**config.mk**
```make
export PLATFORM = sky130hd
export DESIGN_NAME = negate_stack_return_ops
export DESIGN_NICKNAME = d
export VERILOG_FILES = /design/src/verilog/negate_alu.v /design/src/verilog/negate_stack_return_ops.v /design/src/verilog/return_stack.v
export VERILOG_INCLUDE_DIRS = /design/src /design/src/verilog
export SDC_FILE = /design/constraint.sdc
export NUM_CORES = 1
export LEC_CHECK = 0
export CAP_MARGIN = 10
export CORE_MARGIN = 5
export CORE_UTILIZATION = 50
export CTS_CLUSTER_SIZE = 14
export DETAILED_ROUTE_END_ITERATION = 16
export DONT_BUFFER_PORTS = 1
export GPL_ROUTABILITY_DRIVEN = 0
export MAX_ROUTING_LAYER = met4
export PLACE_DENSITY_LB_ADDON = 0.25
export SETUP_SLACK_MARGIN = 0.3
export SYNTH_ARGS = -nofsm -noshare
export SYNTH_HDL_FRONTEND = slang
export SYNTH_HIERARCHICAL = 1
export SYNTH_SLANG_ARGS = --single-unit
export TNS_END_PERCENT = 30
```
**constraint.sdc**
```tcl
create_clock -name clk -period 4.29 [get_ports clk]
set_input_delay 0.6435 -clock clk [delete_from_list [all_inputs] [get_ports clk]]
set_output_delay 0.6435 -clock clk [all_outputs]
set_load 0.05 [all_outputs]
```
**src/verilog/stack_ops_defines.vh**
```
// constants for the negate, stack and return instruction executor
`ifndef STACK_OPS_DEFINES_VH
`define STACK_OPS_DEFINES_VH
`define OPC_NEGATE_HI 7'h36
`define OPC_POP 16'h0006
`define OPC_PUSH 16'h0005
`define OPC_REL_CALL_HI 5'h1b
`define OPC_RESET 16'h00ff
`define OPC_INT_RET_HI 15'h0008
`define OPC_LIT_RET_HI 8'h0c
`define STK_DEPTH 31
`define STK_PTR_W 5
`define PC_W 21
`define ST_N 4
`define ST_OVF 3
`define ST_Z 2
`define ST_DCF 1
`define ST_C 0
`define RESET_PC 21'h000000
`define RESET_BYTE 8'h00
`define RESET_FLAGS 5'h00
`define RESET_CYCLES 8'h02
`endif
```
**src/verilog/negate_alu.v**
```verilog
// two's complement negate with flag results
`timescale 1ns/100ps
`default_nettype none
module negate_alu (
  // operand
  input wire [7:0] operand,
  // result
  output wire [7:0] result,
  output wire [4:0] flags
);
  // ****************************************
  // 0 - f with carry meaning no borrow
  // ****************************************
  wire [8:0] sum = {1'b0, ~operand} + 9'h001;
  wire [4:0] lo = {1'b0, ~operand[3:0]} + 5'h01;
  assign result = sum[7:0];
  assign flags = {sum[7], operand[7] & sum[7], result == 8'h00,
    lo[4], sum[8]};
endmodule
`default_nettype wire

```
**src/verilog/negate_stack_return_ops.v**
```verilog
// executor for negate, stack, relative call, reset and return instructions
`include "stack_ops_defines.vh"
`timescale 1ns/100ps
`default_nettype none
// Overview of operation
// RL1 - negate writes inverse plus one back
// RL2 - negate sets n ov c dc z flags
// RL3 - bank bit zero selects access bank
// RL4 - pop discards top entry, flags kept
// RL5 - after pop, older entry becomes top
// RL6 - push stores pc plus two on top
// RL7 - relative call pushes pc plus two
// RL8 - call jumps pc+2+2n, two cycles
// RL9 - reset instruction restores reset values
// RL10 - interrupt return pops pc, sets enable
// RL11 - shadow bit restores w status bank
// RL12 - literal return loads w, pops pc
// RL13 - returns keep pc latch registers
// RL14 - stack depth 31, overflow sticky, underflow zero
module negate_stack_return_ops #(
  parameter DEPTH = `STK_DEPTH,
  parameter PTR_W = `STK_PTR_W
) (
  // clock and reset
  input wire clk,
  input wire rst,
  // instruction fetch
  input wire [15:0] instr,
  input wire instr_valid,
  // data memory read and write port
  input wire [7:0] mem_rdata,
  output reg [11:0] mem_addr,
  output reg [7:0] mem_wdata,
  output reg mem_we,
  // core register state
  output reg [`PC_W-1:0] pc,
  output reg [7:0] working,
  output reg [4:0] flags,
  output reg [3:0] bank_select_reg,
  output reg [7:0] pc_high_latch,
  output reg [4:0] pc_upper_latch,
  // shadow copies loaded by interrupt entry
  input wire shadow_load,
  input wire [7:0] shadow_w_in,
  input wire [4:0] shadow_st_in,
  input wire [3:0] shadow_bank_in,
  // interrupt enables
  input wire priority_mode,
  input wire enable_clear_high,
  input wire enable_clear_low,
  output reg high_prio_global_enable,
  output reg low_prio_global_enable,
  // status
  output reg busy,
  output reg device_reset,
  output reg stack_full_err,
  output reg stack_empty_err
);
  // ****************************************
  // states and decode
  // ****************************************
  localparam S_RUN = 3'b001;
  localparam S_IDLE2 = 3'b010;
  localparam S_RST = 3'b100;
  reg [2:0] state;
  reg [7:0] rst_cnt;
  reg [7:0] working_shadow;
  reg [4:0] flags_shadow;
  reg [3:0] bank_shadow;
  // the reset pulse also blocks execution, else a negate could still write
  wire go = instr_valid && (state == S_RUN) && !device_reset;
  wire negate_file_op = go && instr[15:9] == `OPC_NEGATE_HI; // [RL1]
  wire pop_op = go && instr == `OPC_POP;
  wire push_op = go && instr == `OPC_PUSH;
  wire relative_call_op = go && instr[15:11] == `OPC_REL_CALL_HI;
  wire reset_op = go && instr == `OPC_RESET;
  wire interrupt_return_op = go && instr[15:1] == `OPC_INT_RET_HI;
  wire literal_return_op = go && instr[15:8] == `OPC_LIT_RET_HI;
  wire any_ret = interrupt_return_op | literal_return_op;
  wire [`PC_W-1:0] pc_plus2 = pc + 21'h000002;
  // sign extended word offset doubled to bytes
  wire [`PC_W-1:0] rel_off = {{9{instr[10]}}, instr[10:0], 1'b0};
  wire [7:0] neg_result;
  wire [4:0] neg_flags;
  wire [`PC_W-1:0] top;
  wire [PTR_W-1:0] used;
  wire ovf;
  wire unf;
  wire [11:0] next_addr = instr[8] ? {bank_select_reg, instr[7:0]} :
    {{4{instr[7]}}, instr[7:0]}; // [RL3]
  // ****************************************
  // submodules
  // ****************************************
  negate_alu u_alu (
    .operand(mem_rdata),
    .result(neg_result),
    .flags(neg_flags)
  );
  return_stack #(
    .DEPTH(DEPTH),
    .PTR_W(PTR_W),
    .DATA_W(`PC_W)
  ) u_stack (
    .clk(clk),
    .rst(rst | device_reset),
    .push(push_op | relative_call_op), // [RL6] [RL7]
    .pop(pop_op | any_ret), // [RL4] [RL5]
    .push_data(pc_plus2),
    .stack_top_entry(top),
    .depth_used(used),
    .overflow(ovf),
    .underflow(unf)
  );
  // ****************************************
  // data memory address, combinational read
  // ****************************************
  // operand address is presented straight from the instruction word so
  // the read data arrive in the same cycle; mem_addr copies it for trace
  always @(posedge clk) begin
    if (rst) begin
      mem_addr <= 12'h000;
      mem_wdata <= `RESET_BYTE;
      mem_we <= 1'b0;
    end else begin
      mem_addr <= next_addr;
      mem_we <= negate_file_op; // [RL1]
      mem_wdata <= neg_result; // [RL1]
    end
  end
  // ****************************************
  // core state
  // ****************************************
  always @(posedge clk) begin
    if (rst || device_reset) begin
      // back to run so the core resumes once the pulse ends [RL9]
      state <= S_RUN;
      pc <= `RESET_PC;
      working <= `RESET_BYTE;
      flags <= `RESET_FLAGS;
      bank_select_reg <= 4'h0;
      pc_high_latch <= `RESET_BYTE;
      pc_upper_latch <= 5'h00;
      working_shadow <= `RESET_BYTE;
      flags_shadow <= `RESET_FLAGS;
      bank_shadow <= 4'h0;
      high_prio_global_enable <= 1'b0;
      low_prio_global_enable <= 1'b0;
      busy <= 1'b0;
    end else begin
      busy <= 1'b0;
      if (shadow_load) begin
        working_shadow <= shadow_w_in;
        flags_shadow <= shadow_st_in;
        bank_shadow <= shadow_bank_in;
      end
      if (enable_clear_high) begin
        high_prio_global_enable <= 1'b0;
      end
      if (enable_clear_low) begin
        low_prio_global_enable <= 1'b0;
      end
      case (state)
        S_RUN: begin
          if (go) begin
            pc <= pc_plus2;
          end
          if (negate_file_op) begin
            flags <= neg_flags; // [RL2]
          end
          if (relative_call_op) begin
            pc <= pc_plus2 + rel_off; // [RL8]
            state <= S_IDLE2;
            busy <= 1'b1;
          end
          if (any_ret) begin
            // latches untouched, pc reloads from the stack top [RL13]
            pc <= top;
            state <= S_IDLE2;
            busy <= 1'b1;
          end
          if (literal_return_op) begin
            working <= instr[7:0]; // [RL12]
          end
          if (interrupt_return_op) begin
            // set wins over a clear in the same cycle [RL10]
            if (priority_mode) begin
              high_prio_global_enable <= 1'b1;
            end else begin
              low_prio_global_enable <= 1'b1;
            end
            if (instr[0]) begin
              working <= working_shadow; // [RL11]
              flags <= flags_shadow;
              bank_select_reg <= bank_shadow;
            end
          end
          if (reset_op) begin
            state <= S_RST; // [RL9]
            busy <= 1'b1;
          end
        end
        S_IDLE2: begin
          state <= S_RUN; // second cycle idle [RL8] [RL10] [RL12]
        end
        S_RST: begin
          busy <= 1'b1;
        end
        default: begin
          state <= S_RUN;
        end
      endcase
    end
  end
  // ****************************************
  // software reset pulse
  // ****************************************
  always @(posedge clk) begin
    if (rst) begin
      device_reset <= 1'b0;
      rst_cnt <= 8'h00;
    end else if (reset_op) begin
      device_reset <= 1'b1; // [RL9]
      rst_cnt <= `RESET_CYCLES;
    end else if (rst_cnt != 8'h00) begin
      rst_cnt <= rst_cnt - 8'h01;
      device_reset <= (rst_cnt != 8'h01);
    end else begin
      device_reset <= 1'b0;
    end
  end
  // ****************************************
  // stack error status, registered copy of the sticky stack flags
  // ****************************************
  always @(posedge clk) begin
    if (rst) begin
      stack_full_err <= 1'b0;
      stack_empty_err <= 1'b0;
    end else begin
      stack_full_err <= ovf; // [RL14]
      stack_empty_err <= unf; // [RL14]
    end
  end
endmodule
`default_nettype wire

```
**src/verilog/return_stack.v**
```verilog
// hardware return stack with registered top entry
`timescale 1ns/100ps
`default_nettype none
module return_stack #(
  parameter DEPTH = 31,
  parameter PTR_W = 5,
  parameter DATA_W = 21
) (
  // clock and reset
  input wire clk,
  input wire rst,
  // stack control
  input wire push,
  input wire pop,
  input wire [DATA_W-1:0] push_data,
  // state
  output reg [DATA_W-1:0] stack_top_entry,
  output reg [PTR_W-1:0] depth_used,
  output reg overflow,
  output reg underflow
);
  // ****************************************
  // storage
  // ****************************************
  localparam [PTR_W-1:0] FULL_AT = DEPTH;
  reg [DATA_W-1:0] mem [0:DEPTH-1];
  wire [PTR_W-1:0] below = depth_used - {{(PTR_W-1){1'b0}}, 1'b1};
  wire [PTR_W-1:0] below2 = depth_used - {{(PTR_W-2){1'b0}}, 2'b10};
  wire full = (depth_used == FULL_AT);
  wire empty = (depth_used == {PTR_W{1'b0}});
  always @(posedge clk) begin
    if (rst) begin
      depth_used <= {PTR_W{1'b0}};
      stack_top_entry <= {DATA_W{1'b0}};
      overflow <= 1'b0;
      underflow <= 1'b0;
    end else if (push) begin
      // overflow drops the push, sticky flag until reset
      if (full) begin
        overflow <= 1'b1;
      end else begin
        mem[depth_used] <= push_data;
        stack_top_entry <= push_data;
        depth_used <= depth_used + {{(PTR_W-1){1'b0}}, 1'b1};
      end
    end else if (pop) begin
      if (empty) begin
        underflow <= 1'b1;
        stack_top_entry <= {DATA_W{1'b0}};
      end else begin
        depth_used <= below;
        stack_top_entry <= (depth_used > {{(PTR_W-2){1'b0}}, 2'b01}) ?
          mem[below2] : {DATA_W{1'b0}};
      end
    end
  end
endmodule
`default_nettype wire

```
== Yosys cells after proc, flatten, opt, wreduce, memory -nomap -nowiden ==
Memory sizes are Yosys's and may differ from the RTL's.
Index checks and enable logic that the tools add are counted.

* Word-level logic and storage cells: 124
* Bits in read-only memories: 0
* Flip-flop bits (word level): 121
* Latch bits: 0
* Bits of input ports: 48
* Memories kept: 1
* RAM bits: 651

* $mul: 0
* Reductions and logical operators: 25
* Eq/ne operators: 14
* Div/mod/pow operators: 0
* $add $sub $neg: 8
* Bitwise operators: 9
* Shift-type cells: 0
* Multiplexer cells: 43
* Order comparisons: 1

{| class="wikitable"
|+ Memories
! memory !! depth !! width !! rd ports !! clocked after memory_dff !! write ports !! line !! RTL
|-
| u_stack.mem || 31 || 21 || 1 || 0 || 1 || return_stack.v:26 || <nowiki>reg [DATA_W-1:0] mem [0:DEPTH-1];</nowiki>
|}

{| class="wikitable"
|+ Operators with widths
! operator !! number
|-
| $mux W21 || 8
|-
| $mux W5 || 7
|-
| $eq A16 B3 Y1 const B || 2
|-
| $mux W8 || 3
|-
| $add A21 B2 Y21 const B || 1
|-
| $add A21 B21 Y21 || 1
|-
| $mux W1 || 17
|-
| $eq A16 B8 Y1 const B || 1
|-
| $eq A15 B4 Y1 const B || 1
|-
| $mux W12 || 1
|-
| $eq A5 B5 Y1 const B || 2
|-
| $add A8 B1 Y9 const B || 1
|-
| $logic_and A1 B1 Y1 || 9
|-
| $mux W3 || 3
|-
| $reduce_and A3 Y1 || 3
|-
| $eq A8 B4 Y1 const B || 1
|-
| $logic_not A8 Y1 || 1
|-
| $ne A8 B1 Y1 const B || 1
|-
| $not A8 Y8 || 1
|-
| $reduce_and A2 Y1 || 4
|-
| $reduce_bool A8 Y1 || 1
|-
| $sub A8 B1 Y8 const B || 1
|-
| $eq A7 B6 Y1 const B || 1
|-
| $pmux W3 S2 || 1
|-
| other kinds (22) || 28
|}

== Longest topological paths before layout ==
* Depth after elaboration: 8
* Depth in mapped cells: 13
* Mapped depth without buffers: 13

== Modules after synthesis ==
Netlist, hierarchy kept.

{| class="wikitable"
|+ Modules (own cells, without submodules)
! module !! times used !! area each (um2) !! cells each !! seq. area each (um2)
|-
| return_stack || 1 || 26701.9 || 1370 || 20109.3
|-
| negate_stack_return_ops || 1 || 5212.5 || 619 || 1861.8
|-
| negate_alu || 1 || 220.2 || 31 || 0.0
|}

== Least setup slack after synthesis ==
Ideal clock, no wire load.

* Path type: register to register
* Start point: reg pc[1]
* End point: reg pc[20]
* Stages on the path, launching flop included: 14
* Slack: -0.205 ns
* Buffers on the path: 0
* Library setup time: 0.088 ns
* Arrival time: 4.407 ns
* Period minus slack after synthesis: 4.495 ns
* Cell sequence: dfxtp_1 -> ha_1 -> nand3_1 -> nor2_1 -> and4_1 -> xor2_1 -> ha_1 -> nand4_1 -> o22ai_1 -> a211oi_1 -> a2111oi_0 -> or3_1 -> and4_1 -> o31ai_1

* Word-level cells in the longest chain between the ends: 4
* Elaborated cells on any way between the ends: 5

{| class="wikitable"
|+ RTL lines
! element !! line !! RTL
|-
| from (decl) || negate_stack_return_ops.v:36 || <nowiki>output reg [`PC_W-1:0] pc,</nowiki>
|-
| from (signal assigned) || negate_stack_return_ops.v:137 || <nowiki>pc <= `RESET_PC;</nowiki>
|-
| from (signal assigned) || negate_stack_return_ops.v:165 || <nowiki>pc <= pc_plus2;</nowiki>
|-
| from (signal assigned) || negate_stack_return_ops.v:171 || <nowiki>pc <= pc_plus2 + rel_off;</nowiki>
|-
| $add A21 B2 Y21 || negate_stack_return_ops.v:80 || <nowiki>wire [`PC_W-1:0] pc_plus2 = pc + 21'h000002;</nowiki>
|-
| named net pc_plus2[11] || negate_stack_return_ops.v:80 ||
|-
| $add A21 B21 Y21 || negate_stack_return_ops.v:171 ||
|-
| $mux W21 || negate_stack_return_ops.v:170 || <nowiki>if (relative_call_op) begin</nowiki>
|-
| $mux W21 || negate_stack_return_ops.v:175 || <nowiki>if (any_ret) begin</nowiki>
|}

The timed path passes the listed nets, and every way through them passes these cells. The select of a mux whose other input is x is not followed.
A chain may end at the register's enable or synchronous reset.

== Final worst setup path ==
* Start point: reg pc[1]
* End point: reg pc[17]

Same word-level chain as after synthesis.

==> metrics.txt <==
CP Buf/Inv Count=1; final-layout fill cell count=4948; Yosys warnings=6; syn avg cell area=15.9 sq um; Min-Delay Path Class=in -> reg; initial DRC count=2028; Rows=93; Clock transition at path regs=0.06 ns; clk_lat worst skew=0.63 ns; final core utilization=56.6%; Vias/cell=6.16; drt pass-1 iters=5; unique cell type count in the Yosys netlist=86; Max Fanout on Critical Path=5; hold slack=0.104 ns; Pwr Density=440 mW/mm^2; CTS H-tree depth=3; CP Cell Sequence=buf_4 -> and4_1 -> and2_1 -> xnor2_4 -> ha_1 -> a2111oi_0 -> o21ai_1 -> a41oi_2 -> o21ai_0 -> a31o_1 -> or4_1 -> nand2_1; Max Root-Sink Buffers=3; largest registers=u_stack/mem: 651 flops, pc: 21 flops, u_stack/stack_top_entry: 21 flops; Global Route Usage Sum=24.0%; Post-CTS Resized=0; static leakage=12.9 nW; clk_skew=0.0280 ns; Critical Path Sink Type=flop; Core ar.=0.0640 sq mm; hold buffers post-CTS=0; CP startpoint kind=flop; Post-Route Setup TNS=0 ns; Syn Inst Count=2020; Setup CP Type=reg -> reg; Max stage delay cell, worst path=a2111oi_0; first-pass GRT wire length=122000 um; initial core utilization=50.2%; Chip Width=264 um; CTS tree=yes; Remaining Overflow, GRT=0; Die Span Y=264 um; largest net degree at the start of global routing=91; Worst Path Required=4.84 ns; CTS Sinks=772; multi-input logic area=0.00967 sq mm; Post-DP HPWL=51900 um; max reg flops=651; Final Hold Fails=0; Routed Antenna Nets=0; register bank with the most flops=u_stack/mem; WL final=82200 um; RSZ-0062 raised after global routing=false; Max Freq=0.270 GHz; initial antenna violation count=1; DP Area=0.0338 sq mm; asr flop ratio synth=0%; port bufs=0; maxcap violations=0; VDD IR max=0.318 mV; Worst EP arrival=4.25 ns; CTS buffer count=79; Worst path top cell family by delay=compound AO/OA/AOI/OAI gates; Remaining DRCs=0; commonest cells after routing, fill and taps aside=edfxtp_1 (651), nor2_1 (160), nand2_1 (130); CP peak stage delay=0.43 ns; vias=18.7k; post-synthesis register bit count=772; Worst slew margin=30.1%; Final setup viols=0; fin. max-slew vios=0; number of synthesized flops with an enable pin=651; Tcrit/Tclk final=86.3%; area delta synth->final=12.8%; status=complete, no violations; vias in the first global route=18.4k; commonest non-fill, non-tap cell in the layout=edfxtp_1; post-CTS setup repair buffer count=0; Register Area=0.0220 sq mm; DR WL/cell=27.1 um; Most used DFF post-synth=edfxtp_1; io pins=126; die area=0.0694 sq mm; Final #Nets=2195; Root Buffer=clkbuf_16; Tmin final=3.70 ns; register area share after synthesis=68.4%; Synth Cell Area=0.0321 sq mm; worst slew pin tran=1.05 ns; layout cell share with drive strength beyond 1=21.8%; post-route cell area=0.0362 sq mm
final timing paths:
check | cells after the start | end | slack (ns) | from
setup reg to reg | 12 | pc[17] | 0.59 | pc[1]
setup / recovery | 12 | pc[17] | 0.59 | pc[1]
hold / removal | 1 | mem_addr[8] | 0.10 | rst
hold reg to reg | 1 | pc[11] | 0.46 | pc[11]
layout make-up:
| cell class | count | area share (%) |
|---|---|---|
| clock inverters | 38 | 0.860 |
| clock buffers | 103 | 5.88 |
| inverters | 23 | 0.238 |
| repair buffers | 121 | 2.75 |
| well taps | 855 | 2.95 |
| multi-input cells | 1113 | 26.7 |
| flip-flops and latches | 772 | 60.6 |
| diodes | 2 | 0.0138 |
stage by stage:
| step | cells | setup slack [ns] | total power, mW |
|---|---|---|---|
| 2_1_floorplan | 2032 | 0.274 | 9.21 |
| 3_3_place_gp | 2884 | 0.699 | 9.53 |
| 3_5_place_dp | 2884 | 0.626 | 9.57 |
| 4_1_cts | 3025 | 0.669 | 16.1 |
| 5_1_grt | 3025 | 0.307 | 16.5 |
| 6_report | 3027 | 0.589 | 15.9 |
synth_stat cells, types with 11 or more instances:
cell type / count / share of area (%)
buf_6: 12 / 0.42
ha_1: 36 / 1.4
mux2_2: 22 / 0.77
dfxtp_1: 121 / 7.5
a221oi_2: 21 / 0.98
buf_2: 32 / 0.50
nor3_1: 11 / 0.17
mux4_2: 126 / 8.8
o221ai_1: 14 / 0.38
xor2_1: 18 / 0.49
clkbuf_1: 44 / 0.51
inv_1: 23 / 0.27
a221oi_1: 23 / 0.63
xnor2_1: 30 / 0.82
mux2i_1: 83 / 2.6
o21ai_0: 18 / 0.28
o21bai_1: 23 / 0.54
a211oi_1: 30 / 0.70
nand2b_1: 11 / 0.21
nand2_1: 130 / 1.5
o22ai_1: 47 / 0.91
nand3_1: 20 / 0.31
buf_4: 28 / 0.65
a21oi_1: 66 / 1.0
a21o_1: 11 / 0.26
nor2b_1: 23 / 0.45
nor2_1: 191 / 2.2
edfxtp_1: 651 / 61
or2_1: 19 / 0.37
cell families after synthesis:
group / count (synthesis) / share of synthesized area [%]
other: 1 / 0.0117
muxes: 231 / 12.2
buffers and inverters: 147 / 2.66
xor gates and xnor gates: 48 / 1.31
AOI/OAI and AO/OA: 306 / 7.06
and+or+nand+nor: 478 / 6.95
DFF: 772 / 68.4
adders and majority gates: 37 / 1.46
layer usage:
metal  vias to the layer above  GRT usage (%)  wire length [um]
met2                       962           35.0             37500
met3                       143           5.54              7690
met4                         0           7.69              2560
li1                       8055              -                 -
met5                         -              -                 0
met1                      9500           34.0             34500
where the power goes:
group          total (mW)  switching, mW  internal (mW)
logic                1.07          0.727          0.341
clock network        6.51           2.81           3.69
registers            8.36          0.128           8.23
total                15.9           3.67           12.3
Power figures use the tool's default switching activity.
